**src/hdl/alse_pkg.sv**
```systemverilog
`default_nettype none
package alse_pkg;

  localparam int unsigned BYTE_MSB    = 7;
  localparam int unsigned WORD_MSB    = 15;
  localparam int unsigned LONG_MSB    = 31;
  localparam int unsigned QUICK_LSB   = 4;
  localparam int unsigned QUICK_MSB   = 7;
  localparam int unsigned COUNT_MSB   = 3;

  localparam logic [7:0]  UPPER_BYTE_ZERO = 8'h00;
  localparam logic [6:0]  UPPER_CARRY_PAD = 7'h00;
  localparam logic [11:0] QUICK_PAD       = 12'h000;
  localparam logic [4:0]  COUNT_SIXTEEN   = 5'h10;
  localparam logic [3:0]  COUNT_CODE_ZERO = 4'h0;
  localparam logic [31:0] ALL_ONES_LONG   = 32'hFFFFFFFF;
  localparam logic [1:0]  BE_LOW_BYTE     = 2'h1;
  localparam logic [1:0]  BE_FULL_WORD    = 2'h3;
  localparam logic [15:0] WORD_ZERO       = 16'h0000;
  localparam logic [31:0] LONG_ZERO       = 32'h00000000;

  typedef enum logic [2:0] {
    ALSE_OP_ADD,
    ALSE_OP_ADD_QUICK,
    ALSE_OP_AND,
    ALSE_OP_ARITH_SHIFT_RIGHT,
    ALSE_OP_ROUNDED_SHIFT_RIGHT
  } alse_op_e;

  typedef enum logic [1:0] {
    ALSE_SZ_BYTE,
    ALSE_SZ_WORD,
    ALSE_SZ_LONG
  } alse_size_e;

  typedef enum logic [1:0] {
    ALSE_SRC_REG,
    ALSE_SRC_IMM16,
    ALSE_SRC_QUICK
  } alse_src_e;

  typedef struct packed {
    alse_op_e   op;
    alse_size_e size;
    alse_src_e  src;
    logic       mem_dest;
    logic [15:0] instr;
    logic [15:0] src_val;
    logic [15:0] dst_val;
    logic [15:0] upper_word;
    logic [15:0] disp;
    logic [15:0] base;
  } alse_req_s;

  typedef struct packed {
    logic z;
    logic n;
    logic c;
    logic v;
  } alse_flags_s;

  typedef struct packed {
    logic [15:0] lo;
    logic [15:0] hi;
    logic        lo_we;
    logic        hi_we;
  } alse_result_s;

endpackage : alse_pkg
`default_nettype wire

```
**src/hdl/alse_core.sv**
```systemverilog
`timescale 1ns/1ps
`default_nettype none
module alse_core (
  input  wire logic                   MCLK_I,
  input  wire logic                   RST_I,
  input  wire logic                   START_I,
  input  wire alse_pkg::alse_req_s    REQ_I,
  input  wire logic [15:0]            EXTENSION_FETCH_WORD_I,
  input  wire logic [15:0]            BUS_RDATA_I,
  output logic                        BUSY_O,
  output logic                        DONE_O,
  output alse_pkg::alse_result_s      RESULT_O,
  output alse_pkg::alse_flags_s       FLAG_WORD_O,
  output logic [15:0]                 BUS_ADDR_O,
  output logic [15:0]                 BUS_WDATA_O,
  output logic [1:0]                  BUS_BE_O,
  output logic                        BUS_RD_O,
  output logic                        BUS_WR_O,
  output logic                        FETCH_O
);

  typedef enum {
    ALSE_SEQ_IDLE,
    ALSE_SEQ_EXT,
    ALSE_SEQ_RD,
    ALSE_SEQ_GAP,
    ALSE_SEQ_WR,
    ALSE_SEQ_FETCH
  } alse_state_e;

  alse_state_e            state_reg, state_next;
  alse_pkg::alse_req_s    req_reg, req_next, cur;
  alse_pkg::alse_flags_s  flags_reg, flags_next, alu_flags;
  alse_pkg::alse_result_s result_reg, result_next, alu_res;
  logic [15:0]            imm_reg, imm_next;
  logic [15:0]            rdata_reg, rdata_next;
  logic [15:0]            addr_reg, addr_next;
  logic [15:0]            wdata_reg, wdata_next;
  logic                   done_reg, done_next;
  logic                   exec_fire;
  logic [15:0]            src_opnd, dst_opnd, bsum_word;
  logic [16:0]            wsum;
  logic [8:0]             bsum;
  logic [3:0]             count_code;
  logic [31:0]            sh_data, sh_res, rnd_res;
  logic [4:0]             sh_count;
  logic                   sh_last, sh_sticky, rnd_inc;

  assign cur = (state_reg == ALSE_SEQ_IDLE) ? REQ_I : req_reg;

  // Operand selection.
  always_comb
  begin
    case (cur.src)
      alse_pkg::ALSE_SRC_IMM16:
        src_opnd = (state_reg == ALSE_SEQ_EXT) ? EXTENSION_FETCH_WORD_I
                                              : imm_reg;
      alse_pkg::ALSE_SRC_QUICK:
        src_opnd = {alse_pkg::QUICK_PAD,
                    cur.instr[alse_pkg::QUICK_MSB:alse_pkg::QUICK_LSB]};
      default:
        src_opnd = cur.src_val;
    endcase
    dst_opnd = cur.mem_dest ? rdata_reg : cur.dst_val;
  end

  // Shift count and shifter input.
  always_comb
  begin
    if (cur.src == alse_pkg::ALSE_SRC_QUICK)
    begin
      count_code = cur.instr[alse_pkg::QUICK_MSB:alse_pkg::QUICK_LSB];
    end
    else
    begin
      count_code = cur.src_val[alse_pkg::COUNT_MSB:0];
    end
    if (cur.op == alse_pkg::ALSE_OP_ROUNDED_SHIFT_RIGHT &&
        count_code == alse_pkg::COUNT_CODE_ZERO)
    begin
      sh_count = alse_pkg::COUNT_SIXTEEN;
    end
    else
    begin
      sh_count = {1'b0, count_code};
    end
    if (cur.size == alse_pkg::ALSE_SZ_LONG)
    begin
      sh_data = {cur.upper_word, dst_opnd};
    end
    else
    begin
      sh_data = {{16{dst_opnd[alse_pkg::WORD_MSB]}}, dst_opnd};
    end
  end

  alse_sra32 u_sra (
    .data_i     (sh_data),
    .count_i    (sh_count),
    .result_o   (sh_res),
    .last_out_o (sh_last),
    .sticky_o   (sh_sticky)
  );

  // Arithmetic and logic results with flags.
  always_comb
  begin
    bsum      = {1'b0, src_opnd[7:0]} + {1'b0, dst_opnd[7:0]};
    wsum      = {1'b0, src_opnd} + {1'b0, dst_opnd};
    bsum_word = 16'({{8{src_opnd[7]}}, src_opnd[7:0]} +
                    {{8{dst_opnd[7]}}, dst_opnd[7:0]});
    rnd_inc   = 1'b0;
    rnd_res   = sh_res;
    alu_res   = '{lo: alse_pkg::WORD_ZERO, hi: alse_pkg::WORD_ZERO,
                  lo_we: ~cur.mem_dest, hi_we: 1'b0};
    alu_flags = flags_reg;
    case (cur.op)
      alse_pkg::ALSE_OP_ADD, alse_pkg::ALSE_OP_ADD_QUICK:
      begin
        if (cur.size == alse_pkg::ALSE_SZ_BYTE)
        begin
          alu_res.lo  = {alse_pkg::UPPER_CARRY_PAD, bsum[8], bsum_word[7:0]};
          alu_flags.z = (bsum_word[7:0] == alse_pkg::UPPER_BYTE_ZERO);
          alu_flags.n = bsum_word[alse_pkg::BYTE_MSB];
          alu_flags.c = bsum[8];
          alu_flags.v = (src_opnd[7] == dst_opnd[7]) &&
                        (bsum_word[7] != src_opnd[7]);
        end
        else
        begin
          alu_res.lo  = wsum[15:0];
          alu_flags.z = (wsum[15:0] == alse_pkg::WORD_ZERO);
          alu_flags.n = wsum[alse_pkg::WORD_MSB];
          alu_flags.c = wsum[16];
          alu_flags.v = (src_opnd[15] == dst_opnd[15]) &&
                        (wsum[15] != src_opnd[15]);
        end
      end
      alse_pkg::ALSE_OP_AND:
      begin
        if (cur.size == alse_pkg::ALSE_SZ_BYTE)
        begin
          alu_res.lo  = {alse_pkg::UPPER_BYTE_ZERO,
                         src_opnd[7:0] & dst_opnd[7:0]};
          alu_flags.n = alu_res.lo[alse_pkg::BYTE_MSB];
        end
        else
        begin
          alu_res.lo  = src_opnd & dst_opnd;
          alu_flags.n = alu_res.lo[alse_pkg::WORD_MSB];
        end
        alu_flags.z = (alu_res.lo == alse_pkg::WORD_ZERO);
        alu_flags.v = 1'b0;
      end
      alse_pkg::ALSE_OP_ARITH_SHIFT_RIGHT,
      alse_pkg::ALSE_OP_ROUNDED_SHIFT_RIGHT:
      begin
        if (cur.op == alse_pkg::ALSE_OP_ROUNDED_SHIFT_RIGHT)
        begin
          rnd_inc = sh_sticky &&
                    ((cur.size == alse_pkg::ALSE_SZ_LONG) ?
                     sh_res[alse_pkg::LONG_MSB] : sh_res[alse_pkg::WORD_MSB]);
          rnd_res = sh_res + {31'h00000000, rnd_inc};
          // carry only on long all-ones round
          alu_flags.c = (cur.size == alse_pkg::ALSE_SZ_LONG) && rnd_inc &&
                        (sh_res == alse_pkg::ALL_ONES_LONG);
        end
        else
        begin
          alu_flags.c = sh_last;
        end
        alu_res.lo = rnd_res[15:0];
        alu_flags.v = 1'b0;
        if (cur.size == alse_pkg::ALSE_SZ_LONG)
        begin
          alu_res.hi    = rnd_res[31:16];
          alu_res.hi_we = 1'b1;
          alu_flags.z   = (rnd_res == alse_pkg::LONG_ZERO);
          alu_flags.n   = rnd_res[alse_pkg::LONG_MSB];
        end
        else
        begin
          alu_flags.z = (rnd_res[15:0] == alse_pkg::WORD_ZERO);
          alu_flags.n = rnd_res[alse_pkg::WORD_MSB];
        end
      end
      default:
      begin
        alu_res.lo_we = 1'b0;
      end
    endcase
  end

  // register forms finish in the start cycle or after extension
  assign exec_fire = ((state_reg == ALSE_SEQ_IDLE) && START_I &&
                      REQ_I.src != alse_pkg::ALSE_SRC_IMM16 &&
                      !REQ_I.mem_dest) ||
                     ((state_reg == ALSE_SEQ_EXT) && !req_reg.mem_dest) ||
                     (state_reg == ALSE_SEQ_GAP);

  // Sequencer and datapath registers.
  always_comb
  begin
    state_next  = state_reg;
    req_next    = req_reg;
    imm_next    = imm_reg;
    rdata_next  = rdata_reg;
    addr_next   = addr_reg;
    wdata_next  = wdata_reg;
    flags_next  = flags_reg;
    result_next = result_reg;
    done_next   = 1'b0;
    if (exec_fire)
    begin
      flags_next  = alu_flags;
      result_next = alu_res;
      wdata_next  = alu_res.lo;
      done_next   = ~cur.mem_dest;
    end
    case (state_reg)
      ALSE_SEQ_IDLE:
      begin
        if (START_I)
        begin
          req_next  = REQ_I;
          addr_next = 16'(REQ_I.disp + REQ_I.base);
          if (REQ_I.src == alse_pkg::ALSE_SRC_IMM16)
          begin
            state_next = ALSE_SEQ_EXT;
          end
          else if (REQ_I.mem_dest)
          begin
            state_next = ALSE_SEQ_RD;
          end
        end
      end
      ALSE_SEQ_EXT:
      begin
        imm_next   = EXTENSION_FETCH_WORD_I;
        state_next = req_reg.mem_dest ? ALSE_SEQ_RD : ALSE_SEQ_IDLE;
      end
      ALSE_SEQ_RD:
      begin
        rdata_next = BUS_RDATA_I;
        state_next = ALSE_SEQ_GAP;
      end
      ALSE_SEQ_GAP:
      begin
        state_next = ALSE_SEQ_WR;
      end
      ALSE_SEQ_WR:
      begin
        state_next = ALSE_SEQ_FETCH;
      end
      ALSE_SEQ_FETCH:
      begin
        done_next  = 1'b1;
        state_next = ALSE_SEQ_IDLE;
      end
      default:
      begin
        state_next = ALSE_SEQ_IDLE;
      end
    endcase
  end

  always_ff @(posedge MCLK_I)
  begin
    if (RST_I)
    begin
      state_reg  <= ALSE_SEQ_IDLE;
      req_reg    <= '0;
      imm_reg    <= alse_pkg::WORD_ZERO;
      rdata_reg  <= alse_pkg::WORD_ZERO;
      addr_reg   <= alse_pkg::WORD_ZERO;
      wdata_reg  <= alse_pkg::WORD_ZERO;
      flags_reg  <= '0;
      result_reg <= '0;
      done_reg   <= 1'b0;
    end
    else
    begin
      state_reg  <= state_next;
      req_reg    <= req_next;
      imm_reg    <= imm_next;
      rdata_reg  <= rdata_next;
      addr_reg   <= addr_next;
      wdata_reg  <= wdata_next;
      flags_reg  <= flags_next;
      result_reg <= result_next;
      done_reg   <= done_next;
    end
  end

  assign BUSY_O      = (state_reg != ALSE_SEQ_IDLE);
  assign DONE_O      = done_reg;
  assign RESULT_O    = result_reg;
  assign FLAG_WORD_O = flags_reg;
  assign BUS_ADDR_O  = addr_reg;
  assign BUS_WDATA_O = wdata_reg;
  assign BUS_RD_O    = (state_reg == ALSE_SEQ_RD);
  assign BUS_WR_O    = (state_reg == ALSE_SEQ_WR);
  assign FETCH_O     = (state_reg == ALSE_SEQ_FETCH);
  // memory byte writes use the low lane only
  assign BUS_BE_O    = (req_reg.size == alse_pkg::ALSE_SZ_BYTE) ?
                       alse_pkg::BE_LOW_BYTE : alse_pkg::BE_FULL_WORD;
endmodule : alse_core
`default_nettype wire

```
**src/hdl/alse_sra32.sv**
```systemverilog
`timescale 1ns/1ps
`default_nettype none
module alse_sra32 (
  input  wire logic [31:0] data_i,
  input  wire logic [4:0]  count_i,
  output logic      [31:0] result_o,
  output logic             last_out_o,
  output logic             sticky_o
);

  logic [31:0] mask;

  // Sign bit is replicated into every vacated position.
  always_comb
  begin
    result_o   = 32'($signed(data_i) >>> count_i);
    mask       = ~(alse_pkg::ALL_ONES_LONG << count_i);
    sticky_o   = |(data_i & mask);
    last_out_o = 1'b0;
    if (count_i != 5'h00)
    begin
      last_out_o = data_i[5'(count_i - 5'h01)];
    end
  end

endmodule : alse_sra32
`default_nettype wire

```
**config.mk**
```make
export PLATFORM = sky130hd
export DESIGN_NAME = alse_core
export DESIGN_NICKNAME = d
export VERILOG_FILES = /design/src/hdl/alse_pkg.sv /design/src/hdl/alse_core.sv /design/src/hdl/alse_sra32.sv
export SDC_FILE = /design/constraint.sdc
export NUM_CORES = 1
export LEC_CHECK = 0
export ABC_AREA = 1
export BUFFER_PORTS_ARGS = -buffer_cell sky130_fd_sc_hd__buf_2
export CAP_MARGIN = 20
export CORE_MARGIN = 3
export CORE_UTILIZATION = 35
export CTS_BUF_LIST = sky130_fd_sc_hd__clkbuf_4 sky130_fd_sc_hd__clkbuf_8
export CTS_CLUSTER_SIZE = 16
export DETAILED_ROUTE_END_ITERATION = 12
export SKIP_CTS_REPAIR_TIMING = 1
export SYNTH_ARGS = -nofsm -noshare
export SYNTH_HDL_FRONTEND = slang
export SYNTH_SLANG_ARGS = --single-unit
export TNS_END_PERCENT = 30
```
**constraint.sdc**
```tcl
create_clock -name MCLK_I -period 7.6 [get_ports MCLK_I]
set_clock_uncertainty 0.1 [all_clocks]
set_input_delay 0.38 -clock MCLK_I [delete_from_list [all_inputs] [get_ports MCLK_I]]
set_output_delay 0.38 -clock MCLK_I [all_outputs]
set_load 0.01 [all_outputs]
```
==> impl_results.md <==
- Status: finished, final reports clean
- Syn-to-layout area delta: 12.8%
- Site row count: 67
- Most frequent cell after synthesis: nand2_1
- Setup_tns: 0 ns
- Top cell type by total area after synthesis: dfxtp_1
- Synth top area cells: dfxtp_1, nand2_1, nand3_1
- Gate count after technology mapping: 1,981
- Mean Syn Cell Area: 6.08 um^2
- Yosys warns: 0
- Placer Congestion: 0.961
- Post-synthesis mux area share: 0.0133
- Filler cells: 3,739
- CP Class: register to register
- Startpoint Class: register
- LEAKAGE: 6.69 nW
- Slew Limit Fails: 0
- Top delay family on crit path: compound AO/OA/AOI/OAI gates
- Antenna Nets Post-Route: 0
- Antenna Cells: 0
- Post-DR wirelength/cell: 16.0 um
- Worst path max stage delay: 0.79 ns
- CP bufs+invs: 2
- Max-cap violations: 0
- Synth Area in Compound Gates: 0.181
- Non-filler cells, final: 2,568
- Dpl cells: 2,535
- Htree depth: 4
- Final setup violation count: 0
- Worst EP required: 7.84 ns
- First-pass GRT wire length: 66,100 um
- # port buffers: 202
- RSZ-0062 raised after global routing: no
- Unique masters post-synth: 57
- Placed wire-length estimate: 31,900 um
- CP max FO: 42
- WL final: 41,000 um
- Vert. Die Dim: 192 um
- Critical path arrival: 6.52 ns
- Initial Util: 0.357
- CP max stage cell: nand2_1
- Share of cells above drive strength 1: 0.149
- Synth Area in Adders: 0.0470
- Ys async rst share: 0
- Via count: 13,400
- Maximum VDD drop: 127 uV
- Sink Count: 150
- Core Area: 33,700 um^2
- Worst-Skew Late Latency: 0.49 ns
- Post-DP Area: 13,200 um^2
- CTS tree: built
- Largest net degree at the start of global routing: 69
- Synth Area in XOR/XNOR: 0.0269
- Initial drt markers: 1,028
- Worst-path clk slew: 0.10 ns
- GRT Overall Usage: 0.224
- P per Cell Area: 327 nW/um^2
- Max Fclk: 159 MHz
- Power Total: 4.44 mW
- Post-synth top cells: nand2_1, nand3_1, nor2_1, inv_1, o21ai_0
- Crit. End Element: register
- Largest register FFs: 60
- Slew @ Worst Pin: 1.04 ns
- Clock Tree Root: clkbuf_8
- Die area: 36,700 um^2
- Syn_nets: 2,164
- Residual DRC: 0
- 1st-pass router iterations: 5
- Pre-CTS WS: 1.46 ns
- Post-synthesis cell area: 12,000 um^2
- Max-slew headroom: 0.302
- Via density: 5.22
- Total CTS buffers: 17
- Total Nets Final: 2,290
- Register area share after synthesis: 0.249
- Post-synth EDFFs: 0
- Simple-Gate Fraction of Synth Area: 0.371
- Final min period: 6.29 ns
- Boundary Pins: 216
- Final hold viol count: 0
- Clock buffer depth: 2
- Vias in the first global route: 12,800
- Fin crit share: 0.827
- Die X-Extent: 192 um
- Grt total ovfl: 0
- Post-route cell area: 13,600 um^2
- Most used cell along the critical path: o21ai_0
- Worst min path class: input port to register
- Yosys reg bits: 150
- Setup WS post-layout: 1.31 ns
- Initial antenna violation count: 0
- Post-synth top area share: 0.249
- Combinational family with the most area after synthesis: simple AND/OR/NAND/NOR gates
- Predominant post-synthesis flop cell: dfxtp_1
==> worst paths after layout <==
check	start	to	slack, ns	depth (start not counted)
max reg2reg	state_reg[1]$_SDFFE_PP0P_	FLAG_WORD_O[2]$_SDFFE_PP0P_	1.31	25
max	state_reg[1]$_SDFFE_PP0P_	FLAG_WORD_O[2]$_SDFFE_PP0P_	1.31	25
min	BUS_RDATA_I[13]	rdata_reg[13]$_SDFFE_PP0P_	0.02	3
min reg2reg	req_reg[103]$_SDFFE_PP0P_	req_reg[103]$_SDFFE_PP0P_	0.36	2
==> tightest hold or removal path: cells and delay by family <==
kind	cells	cell delay, ns
and+or+nand+nor	2	0.11
buffers and inverters	1	0.07
==> cell families (layout without fill, tap and decap cells) <==
kind of cell               count (synthesis)  after routing
adders and majority gates                 44             44
muxes                                     16             16
buffers and inverters                    311            450
and+or+nand+nor                         1037           1037
AOI/OAI and AO/OA                        385            385
other                                      1              1
xor gates and xnor gates                  37             37
DFF                                      150            150
==> layout by cell type, fill, tap and decap left out, types with 23 or more instances in the layout <==
master	count
ha_1	42
buf_2	202
dfxtp_1	150
nand4_1	23
nor2_1	180
o21ai_0	154
xor2_1	31
nand3_1	256
inv_1	169
nand2_1	521
a21oi_1	121
==> report_power, final <==
part           leakage, nW  switching, mW  internal (mW)
Sequential            1.23         0.0355          0.869
Combinational         5.26           2.01          0.867
Clock                0.199          0.339          0.323
==> metrics by stage <==
stage / hold WS [ns] / util
floorplan: 0.330 / -
global placement: 0.340 / 0.391
detailed placement: 0.344 / 0.391
CTS: -0.0165 / 0.403
global route: 0.0182 / 0.403
finish: 0.0163 / 0.403
==> cell type report <==
class                   count  area, um^2  area share
flip-flops and latches    150        3000       0.221
clock buffers              20         275      0.0203
multi-input cells        1520        7710       0.568
inverters                 198         747      0.0550
clock inverters            12         143      0.0105
repair buffers            220        1150      0.0845
well taps                 448         561      0.0412
==> routing by layer <==
metal | vias to the layer above | global-route usage | wire (um) | share of wire
met5 | - | 0 | 0 | 0
met4 | 0 | 0.0737 | 1180 | 0.029
met3 | 85 | 0.0398 | 2310 | 0.056
met2 | 440 | 0.391 | 19600 | 0.48
met1 | 6101 | 0.280 | 17900 | 0.44
li1 | 6783 | - | - | -
(Power assumes the default switching activity.)
